===== config.mk =====
export PLATFORM = sky130hd
export DESIGN_NAME = ftc_core
export DESIGN_NICKNAME = d
export VERILOG_FILES = /design/src/rtl/ftc_qual.v /design/src/rtl/ftc_core.v
export VERILOG_INCLUDE_DIRS = /design/src /design/src/rtl
export SDC_FILE = /design/constraint.sdc
export NUM_CORES = 1
export LEC_CHECK = 0
export ABC_AREA = 1
export ABC_CLOCK_PERIOD_IN_PS = 2900
export BUFFER_PORTS_ARGS = -buffer_cell sky130_fd_sc_hd__buf_2
export CAP_MARGIN = 15
export CORE_MARGIN = 10
export CORE_UTILIZATION = 34
export DETAILED_ROUTE_END_ITERATION = 6
export PLACE_DENSITY = 0.62
export SETUP_SLACK_MARGIN = 0.2
export SYNTH_ARGS = -nofsm -noshare
export SYNTH_HDL_FRONTEND = slang
export SYNTH_SLANG_ARGS = --single-unit

===== constraint.sdc =====
create_clock -name CLK -period 2.9 [get_ports CLK]
set_clock_uncertainty 0.2 [all_clocks]
set_input_delay 0.145 -clock CLK [delete_from_list [all_inputs] [get_ports CLK]]
set_output_delay 0.145 -clock CLK [all_outputs]
set_load 0.05 [all_outputs]

===== src/rtl/ftc_map.vh =====
// Register offsets, field positions, reset values and timing counts of the failure control core.
`ifndef FTC_MAP_VH
`define FTC_MAP_VH
`define FTC_OFS_CFG      8'h00
`define FTC_OFS_STAT     8'h04
`define FTC_CFG_DET_BIT  0
`define FTC_CFG_TXTO_BIT 1
`define FTC_CFG_RST      2'h3
`define FTC_ST_FAULT_LSB 0
`define FTC_ST_MODE_LSB  3
`define FTC_ST_WAKE_BIT  6
`define FTC_ST_PO_BIT    7
`define FTC_ST_TXOFF_BIT 8
`define FTC_ST_OPEN_BIT  9
`define FTC_CYC_H1       64
`define FTC_CYC_H2       256
`define FTC_CYC_L6       64
`define FTC_CYC_D47      64
`define FTC_CYC_REC      128
`define FTC_CYC_TXD      20000
`define FTC_CYC_WAKE     20
`define FTC_CYC_BWAKE    40
`define FTC_CYC_SLEEP    100
`endif


===== src/rtl/ftc_qual.v =====
// Persistence qualifier: reports a condition that has held for N consecutive cycles.
module ftc_qual #(
	parameter W = 16,
	parameter N = 16
) (
	input  wire clk,
	input  wire rst,
	input  wire cond,
	output wire hit
);
	localparam [31:0]  LAST_FULL = N - 1;
	localparam [W-1:0] LAST      = LAST_FULL[W-1:0];
	reg [W-1:0] cnt_q;

	// The count restarts whenever the condition drops, so only unbroken runs qualify.
	always @(posedge clk)
	begin
		if (rst || !cond)
			cnt_q <= {W{1'b0}};
		else if (cnt_q != LAST)
			cnt_q <= cnt_q + 1'b1;
	end

	assign hit = cond && (cnt_q == LAST);
endmodule // ftc_qual


===== src/rtl/ftc_core.v =====
// Failure detector, mode control, wake-up and dominant time-out core with an APB register slave.
//
// Function
// Flag output low: bus failure in normal, wake-up in low power, power-on in po standby.
// Operating mode is chosen jointly by the standby-select and enable pins.
// Local wake pin is active low; both its edges count as wake-up events.
// Any wake-up event switches the regulator control output on; the code leaves it off for a local wake that falls in the cycle entering sleep.
// Transmit request held low beyond the time-out disables the bus drivers.
// The dominant time-out timer clears whenever the transmit request is high.
// Normal mode without failure presents the differential receiver on the receive output.
// Open wires, CANH to ground, CANL to supply keep drivers, terminations, differential receive.
// Continuous CANH overvoltage switches to single-wire CANH reception after a first time-out.
// Persisting CANH overvoltage moves to CANL only, CANH driver off, high termination weak.
// Qualified CANL overvoltage receives on CANH, CANL driver off, low termination weak.
// CANH and CANL overvoltage failures recover after a qualified recessive period.
// CANL to ground or lines shorted: dominant first, then CANL off, weak, single-wire.
// Those failures recover to differential after differential recessive for a qualified period.
// Flag goes low on any detected wiring failure and high again on recovery.
// Open wire is flagged only when seen between transmitter and receiver; flag may toggle.
// CANH to battery: high termination weak, CANH driver off, receive on CANL.
// Lines shorted: low termination weak, CANL driver off, receive on CANH.
// Detector runs fully in normal mode and selects the matching configuration.
// Pins 11 normal, 10 po standby, 01 go-to-sleep, 00 standby or sleep.
// Entering normal mode clears the pending wake-up and the power-on flag; a wake event in that same cycle leaves the wake-up pending.
// All detection, recovery and time-out delays are parameterised cycle counts.
// Comparator inputs are synchronised before any time-out counter sees them.
//
// Register access over APB and the placing of the registers were chosen for this implementation.
`include "ftc_map.vh"
module ftc_core #(
	parameter W       = 16,
	parameter N_H1    = `FTC_CYC_H1,
	parameter N_H2    = `FTC_CYC_H2,
	parameter N_L6    = `FTC_CYC_L6,
	parameter N_D47   = `FTC_CYC_D47,
	parameter N_REC   = `FTC_CYC_REC,
	parameter N_TXD   = `FTC_CYC_TXD,
	parameter N_WAKE  = `FTC_CYC_WAKE,
	parameter N_BWAKE = `FTC_CYC_BWAKE,
	parameter N_SLEEP = `FTC_CYC_SLEEP
) (
	input  wire        CLK,
	input  wire        RST,
	input  wire        PSEL,
	input  wire        PENABLE,
	input  wire        PWRITE,
	input  wire [7:0]  PADDR,
	input  wire [31:0] PWDATA,
	output reg  [31:0] PRDATA,
	output reg         PREADY,
	output reg         PSLVERR,
	input  wire        DRIVE_REQUEST_IN,
	input  wire        LOW_POWER_SELECT_N,
	input  wire        ENABLE_IN,
	input  wire        LOCAL_ROUSE_N,
	input  wire        CANH_HIGH_CMP,
	input  wire        CANL_HIGH_CMP,
	input  wire        DIFF_DOM_CMP,
	input  wire        CANH_DOM_CMP,
	input  wire        CANL_DOM_CMP,
	output reg         BUS_LEVEL_OUT,
	output reg         FAULT_WAKE_FLAG_N,
	output reg         REGULATOR_ON_OUT,
	output reg         HIGH_LINE_TERMINATION,
	output reg         LOW_LINE_TERMINATION,
	output reg         CANH_DRIVE_OUT,
	output reg         CANL_DRIVE_OUT
);
	// Fault states of the detector.
	localparam [2:0] F_NONE = 3'h0;
	localparam [2:0] F_H1   = 3'h1;
	localparam [2:0] F_H2   = 3'h2;
	localparam [2:0] F_L6   = 3'h3;
	localparam [2:0] F_L47  = 3'h4;
	// Operating modes.
	localparam [2:0] M_NORM  = 3'h0;
	localparam [2:0] M_POSTB = 3'h1;
	localparam [2:0] M_GOTO  = 3'h2;
	localparam [2:0] M_STB   = 3'h3;
	localparam [2:0] M_SLEEP = 3'h4;

	reg  [8:0] sy1_q;
	reg  [8:0] sy2_q;
	wire       txd_s;
	wire       stb_s;
	wire       en_s;
	wire       wake_s;
	wire       canh_hi;
	wire       canl_hi;
	wire       diff_dom;
	wire       canh_dom;
	wire       canl_dom;
	reg  [2:0] fault_q;
	reg  [2:0] fault_d;
	reg  [2:0] mode_q;
	reg  [2:0] mode_d;
	reg  [1:0] cfg_q;
	reg        wake_q;
	reg        po_q;
	reg        tx_off_q;
	reg        open_q;
	reg        wake_stab_q;
	wire       det_on;
	wire       drive_dom;
	wire       wake_evt;
	wire       enter_norm;
	wire       h1_hit;
	wire       h2_hit;
	wire       hrec_hit;
	wire       l6_hit;
	wire       lrec_hit;
	wire       d47_hit;
	wire       drec_hit;
	wire       txd_hit;
	wire       lwk_hit;
	wire       bwk_hit;
	wire       slp_hit;
	wire       apb_wr;
	reg  [31:0] rd_d;

	// Every control and comparator pin passes two flip-flops; reset loads idle levels so no false wake edge follows reset.
	always @(posedge CLK)
	begin
		if (RST)
		begin
			sy1_q <= 9'h00B;
			sy2_q <= 9'h00B;
		end
		else
		begin
			sy1_q <= {CANL_DOM_CMP, CANH_DOM_CMP, DIFF_DOM_CMP, CANL_HIGH_CMP, CANH_HIGH_CMP,
				LOCAL_ROUSE_N, ENABLE_IN, LOW_POWER_SELECT_N, DRIVE_REQUEST_IN};
			sy2_q <= sy1_q;
		end
	end

	assign txd_s    = sy2_q[0];
	assign stb_s    = sy2_q[1];
	assign en_s     = sy2_q[2];
	assign wake_s   = sy2_q[3];
	assign canh_hi  = sy2_q[4];
	assign canl_hi  = sy2_q[5];
	assign diff_dom = sy2_q[6];
	assign canh_dom = sy2_q[7];
	assign canl_dom = sy2_q[8];

	// Detector counters run only in normal mode with detection enabled.
	assign det_on = (mode_q == M_NORM) && cfg_q[`FTC_CFG_DET_BIT];

	// Qualified conditions for failure entry, escalation and recovery.
	ftc_qual #(.W(W), .N(N_H1)) u_h1 (.clk(CLK), .rst(RST), .cond(det_on && canh_hi && fault_q == F_NONE),
		.hit(h1_hit));
	ftc_qual #(.W(W), .N(N_H2)) u_h2 (.clk(CLK), .rst(RST), .cond(det_on && canh_hi && fault_q == F_H1),
		.hit(h2_hit));
	ftc_qual #(.W(W), .N(N_REC)) u_hr (.clk(CLK), .rst(RST),
		.cond(det_on && !canh_hi && (fault_q == F_H1 || fault_q == F_H2)), .hit(hrec_hit));
	ftc_qual #(.W(W), .N(N_L6)) u_l6 (.clk(CLK), .rst(RST), .cond(det_on && canl_hi && fault_q == F_NONE),
		.hit(l6_hit));
	ftc_qual #(.W(W), .N(N_REC)) u_lr (.clk(CLK), .rst(RST), .cond(det_on && !canl_hi && fault_q == F_L6),
		.hit(lrec_hit));
	ftc_qual #(.W(W), .N(N_D47)) u_d4 (.clk(CLK), .rst(RST),
		.cond(det_on && diff_dom && !canh_hi && !canl_hi && fault_q == F_NONE), .hit(d47_hit));
	ftc_qual #(.W(W), .N(N_REC)) u_dr (.clk(CLK), .rst(RST), .cond(det_on && !diff_dom && fault_q == F_L47),
		.hit(drec_hit));

	// A stuck-low transmit request is timed; any high level restarts the timer.
	ftc_qual #(.W(W), .N(N_TXD)) u_tx (.clk(CLK), .rst(RST), .cond(!txd_s && cfg_q[`FTC_CFG_TXTO_BIT]),
		.hit(txd_hit));

	// Local wake needs the new level to hold before it counts, which filters glitches on an open pin.
	ftc_qual #(.W(W), .N(N_WAKE)) u_lw (.clk(CLK), .rst(RST), .cond(wake_s != wake_stab_q),
		.hit(lwk_hit));
	ftc_qual #(.W(W), .N(N_BWAKE)) u_bw (.clk(CLK), .rst(RST),
		.cond(mode_q != M_NORM && (canh_dom || canl_dom)), .hit(bwk_hit));
	ftc_qual #(.W(W), .N(N_SLEEP)) u_sl (.clk(CLK), .rst(RST), .cond(mode_q == M_GOTO),
		.hit(slp_hit));

	assign wake_evt   = (lwk_hit || bwk_hit) && mode_q != M_NORM;
	assign enter_norm = (mode_d == M_NORM) && (mode_q != M_NORM);
	assign drive_dom  = (mode_q == M_NORM) && !txd_s && !tx_off_q;

	// Failure detector state machine; failures 1, 2, 5 and 6a need no change and stay in F_NONE.
	always @*
	begin
		fault_d = fault_q;
		case (fault_q)
			F_NONE:
			begin
				if (h1_hit)
					fault_d = F_H1;
				else if (l6_hit)
					fault_d = F_L6;
				else if (d47_hit)
					fault_d = F_L47;
			end
			F_H1:
			begin
				if (h2_hit)
					fault_d = F_H2;
				else if (hrec_hit)
					fault_d = F_NONE;
			end
			F_H2:
			begin
				if (hrec_hit)
					fault_d = F_NONE;
			end
			F_L6:
			begin
				if (lrec_hit)
					fault_d = F_NONE;
			end
			F_L47:
			begin
				if (drec_hit)
					fault_d = F_NONE;
			end
			default:
				fault_d = F_NONE;
		endcase
	end

	// Mode decode from the two control pins; sleep needs the go-to-sleep command to hold.
	always @*
	begin
		mode_d = mode_q;
		case ({stb_s, en_s})
			2'b11:
				mode_d = M_NORM;
			2'b10:
				mode_d = M_POSTB;
			2'b01:
			begin
				if (mode_q == M_SLEEP)
					mode_d = M_SLEEP;
				else if (slp_hit)
					mode_d = M_SLEEP;
				else
					mode_d = M_GOTO;
			end
			default:
			begin
				if (mode_q == M_GOTO && slp_hit)
					mode_d = M_SLEEP;
				else if (mode_q != M_SLEEP)
					mode_d = M_STB;
			end
		endcase
		if (mode_q == M_SLEEP && wake_evt)
			mode_d = M_STB;
	end

	// State and flags; a wake event beats the clear on entering normal mode.
	always @(posedge CLK)
	begin
		if (RST)
		begin
			fault_q     <= F_NONE;
			mode_q      <= M_POSTB;
			wake_q      <= 1'b0;
			po_q        <= 1'b1;
			tx_off_q    <= 1'b0;
			open_q      <= 1'b0;
			wake_stab_q <= 1'b1;
		end
		else
		begin
			fault_q <= det_on ? fault_d : fault_q;
			mode_q  <= mode_d;
			if (wake_evt)
				wake_q <= 1'b1;
			else if (enter_norm)
				wake_q <= 1'b0;
			if (enter_norm)
				po_q <= 1'b0;
			if (txd_s)
				tx_off_q <= 1'b0;
			else if (txd_hit)
				tx_off_q <= 1'b1;
			if (lwk_hit)
				wake_stab_q <= wake_s;
			// An open wire only shows while this node drives and the receivers disagree.
			if (!det_on || fault_q != F_NONE)
				open_q <= 1'b0;
			else if (drive_dom)
				open_q <= canh_dom ^ canl_dom;
		end
	end

	// Output stage: pin levels chosen per mode and failure, all registered.
	always @(posedge CLK)
	begin
		if (RST)
		begin
			BUS_LEVEL_OUT         <= 1'b1;
			FAULT_WAKE_FLAG_N     <= 1'b1;
			REGULATOR_ON_OUT      <= 1'b1;
			HIGH_LINE_TERMINATION <= 1'b1;
			LOW_LINE_TERMINATION  <= 1'b1;
			CANH_DRIVE_OUT        <= 1'b0;
			CANL_DRIVE_OUT        <= 1'b0;
		end
		else
		begin
			REGULATOR_ON_OUT      <= (mode_d != M_SLEEP);
			HIGH_LINE_TERMINATION <= (fault_q != F_H2);
			LOW_LINE_TERMINATION  <= (fault_q != F_L6) && (fault_q != F_L47);
			CANH_DRIVE_OUT        <= drive_dom && (fault_q != F_H2);
			CANL_DRIVE_OUT        <= drive_dom && (fault_q != F_L6) && (fault_q != F_L47);
			if (mode_q != M_NORM)
				BUS_LEVEL_OUT <= !wake_q;
			else if (fault_q == F_H1 || fault_q == F_L6 || fault_q == F_L47)
				BUS_LEVEL_OUT <= !canh_dom;
			else if (fault_q == F_H2)
				BUS_LEVEL_OUT <= !canl_dom;
			else
				BUS_LEVEL_OUT <= !diff_dom;
			if (mode_q == M_NORM)
				FAULT_WAKE_FLAG_N <= !((fault_q != F_NONE) || open_q);
			else if (mode_q == M_POSTB)
				FAULT_WAKE_FLAG_N <= !po_q;
			else
				FAULT_WAKE_FLAG_N <= !wake_q;
		end
	end

	// Read mux for the two words; anything else is an unmapped address.
	always @*
	begin
		rd_d = 32'h00000000;
		if (PADDR == `FTC_OFS_CFG)
			rd_d[1:0] = cfg_q;
		else if (PADDR == `FTC_OFS_STAT)
		begin
			rd_d[`FTC_ST_FAULT_LSB+2:`FTC_ST_FAULT_LSB] = fault_q;
			rd_d[`FTC_ST_MODE_LSB+2:`FTC_ST_MODE_LSB]   = mode_q;
			rd_d[`FTC_ST_WAKE_BIT]  = wake_q;
			rd_d[`FTC_ST_PO_BIT]    = po_q;
			rd_d[`FTC_ST_TXOFF_BIT] = tx_off_q;
			rd_d[`FTC_ST_OPEN_BIT]  = open_q;
		end
	end

	assign apb_wr = PSEL && PENABLE && PREADY && PWRITE;

	// APB slave: one wait-free access phase, answer prepared in the setup cycle.
	always @(posedge CLK)
	begin
		if (RST)
		begin
			cfg_q   <= `FTC_CFG_RST;
			PREADY  <= 1'b0;
			PRDATA  <= 32'h00000000;
			PSLVERR <= 1'b0;
		end
		else
		begin
			PREADY <= PSEL && !PENABLE;
			if (PSEL && !PENABLE)
			begin
				PRDATA  <= PWRITE ? 32'h00000000 : rd_d;
				PSLVERR <= (PADDR != `FTC_OFS_CFG) && (PADDR != `FTC_OFS_STAT);
			end
			if (apb_wr && PADDR == `FTC_OFS_CFG)
				cfg_q <= PWDATA[1:0];
		end
	end
endmodule // ftc_core


==> flow_summary.yaml <==
outcome:
  status: "complete, no violations"
placement:
  place_congestion: 0.838
  dp_hpwl_mm: 16.5
  pre_cts_ws_ns: 0.789
  io_buffers: 42
timing:
  finalCriticalPeriod_ns: 2.36
  setup_tns_ns: 0
  max_freq_mhz: 424
  rsz0062_at_grt: "false"
  worst_pin_slew_ns: 0.540
  relSlewSlack_pct: 63.7
  finalSetupViolations: 0
  setup_slack_ns: 0.544
  fin_crit_sh_pct: 81.2
  worst_hold_slack_ns: 0.0320
  hold_violations: 0
  slew_viol_final: 0
layout:
  drive_above_1_share_pct: 8.07
  synthToLayoutAreaGrowth_pct: 16.5
  n_fill_cell: 3129
  num_antenna_cells: 0
  multi_input_area_um2: 4850
  utilization_pct: 39.9
  nNetsFinal: 1619
  register_area_um2: 4520
grt:
  track_usage_pct: 11.4
  grt_max_degree: 37
  grt_antenna_before_repair: 0
  gr-total-overflow: 0
  grt_pass1_vias: 8456
  grt_pass1_wl_mm: 38.8
setup_path:
  arrival_ns: 2.62
  rrSetupSlack_ns: 0.54
  r2r_start: "PREADY"
  startpoint_type: "register"
  reg2reg_depth: 6
  endpoint: "cfg_q[0]"
  path_class: "reg2reg"
  required_ns: 3.17
  endpoint_kind: "register"
  rr_endpoint: "cfg_q[0]"
  startpoint: "PREADY"
  worstPathMaxFanout: 4
yosys:
  ys_types: 46
  syn_area_per_cell_um2: 7.09
  netlist_top_cells_area: "dfxtp_1 43%, nand2_1 8.9%, inv_1 8.4%, a21oi_1 6.8%, nor2_1 6.5%"
  yosysSeqAreaShare_pct: 43.4
  synthArstFlopShare_pct: 0
  netlist_area_um2: 10400
  yosys_warnings: 0
  synth_cells: 1471
  synth_edf_count: 0
  ys_ff_latch: 226
  synthDominantCellAreaShare_pct: 43.4
  synth_top_cell_by_area: "dfxtp_1"
  synth_ff_type: "dfxtp_1"
die:
  fp.dieH_um: 195
  die_x_um: 195
  floorplan.initialDensity_pct: 34.3
  fp.dieArea_um2: 38100
  num_rows: 64
  core_um2: 30400
  io_pins: 95
clocking:
  cts_inserted_buffers: 26
  cts_tree: "yes"
  insertion_delay_ns: 0.52
  post_cts_buffers: 0
  cts.clk_slew.worst_paths_ns: 0.06
  root_buffer: "clkbuf_16"
  cts_buffer_depth: 3
  clkSinkCount: 226
  cts_max_level: 1
routing:
  post_drt_wl_per_cell_um: 11.4
  antenna_left: 0
  drc: 0
  drt-initial-drc-count: 604
  vias: 9235
  routed_wl_mm: 22.5
  first_pass_iters: 5
  viasPerCell: 4.69
min_path:
  hold_path_class: "in2reg"
run:
  cap_violations: 0
power:
  p_leak_uw: 0.00463
  peakVddDrop_uv: 405
  total_power_uw: 6700
  p_per_area_nw_per_um2: 552
per-layer routing:
metal / up-vias / global-route usage [%] / wire length, um
li1: 4950 / - / -
met5: - / 0 / 0
met2: 130 / 18.4 / 9770
met4: 0 / 2.94 / 320
met3: 24 / 1.82 / 855
met1: 4131 / 15.5 / 11500
flip-flops by register name (all words and copies together) (netlist names), 2 cells and up:
signal,cells
u_d4.cnt_q,16
cfg_q,2
u_dr.cnt_q,16
u_tx.cnt_q,16
sy2_q,9
fault_q,3
u_bw.cnt_q,16
u_lw.cnt_q,16
u_lr.cnt_q,16
u_hr.cnt_q,16
u_l6.cnt_q,16
sy1_q,9
PRDATA,10
u_h2.cnt_q,16
mode_q,3
u_sl.cnt_q,16
u_h1.cnt_q,16
what timing repair did:
action                                 CTS  global route
setup endpoints to repair                0             1
endpoints found under the hold margin   25             0
hold buffers                            24             0
gates resized for setup                  0             1
Yosys cell counts, types with 3 or more instances:
library cell  number
a211oi_1          10
a21oi_1          142
a221oi_1           3
a31oi_1            6
buf_2              7
buf_4             22
clkbuf_1           5
dfxtp_1          226
ha_1              12
inv_1            234
inv_2              3
nand2_1          248
nand2_2            3
nand2_4            3
nand3_1           78
nand3b_1           3
nand4_1           46
nor2_1           180
nor2_4             3
nor3_1            59
nor3_2             6
nor3b_1            5
nor4_1            11
o21a_1            13
o21ai_0           89
o21ai_1            9
or2_2             12
xor2_1            10
worst min path at each step:
stage,cells after the start,endpoint,startpoint,slack [ns]
floorplan,1,sy1_q[0],DRIVE_REQUEST_IN,0.05
global placement,2,sy1_q[1],LOW_POWER_SELECT_N,0.14
detailed placement,2,sy1_q[1],LOW_POWER_SELECT_N,0.14
CTS,6,PRDATA[0],PADDR[2],0.008
global route,5,PRDATA[8],PADDR[2],0.08
finish,5,PRDATA[2],PADDR[2],0.03
area by class of cell:
cell class / instances / area share (%)
multi-input cells: 991 / 39.9
flip-flops and latches: 226 / 37.3
inverters: 238 / 7.36
clock buffers: 39 / 6.43
well taps: 396 / 4.08
repair buffers: 70 / 3.94
clock inverters: 9 / 1.01
logic make-up (layout without fill, tap and decap cells):
kind of cell	count (synthesis)	count (layout)	synth area share, %
other	1	22	0.0360
AO/OA/AOI/OAI	280	280	14.5
AND/OR/NAND/NOR	666	666	28.9
XOR/XNOR	11	11	0.924
adder cells (fa/ha/maj)	12	12	1.44
buffers and inverters	275	356	10.8
flip-flops	226	226	43.4
where the power goes:
group          switching, uW  total (uW)  internal (uW)
clock network           1260        3380           2120
registers               11.9        3140           3120
logic                    135         184           48.7
worst max-delay path, cell delays in order (launching register included):
cell and delay [ns]:
dfxtp_1 0.32, nand3_1 0.08, nor3_1 0.38, nand2_1 0.08, dlygate4sd3_1 0.57, o211ai_1 0.10
dlygate4sd3_1 0.58
stage by stage:
stage	std cells	area, um^2
floorplan	1492	10500
detailed placement	1898	11000
global route	1969	12100
finish	1969	12100
CTS	1970	12200
global placement	1898	11000
placed cells by master (no fill, tap or decap), drive strengths merged, types with 46 or more instances in the layout:
cell type  Yosys  routed
nor2         186     186
dfxtp        226     226
nand4         46      46
inv          237     237
buf           32      47
nand2        254     254
o21ai         99      99
a21oi        142     142
nand3         80      80
nor3          65      65
(Power assumes the default switching activity.)
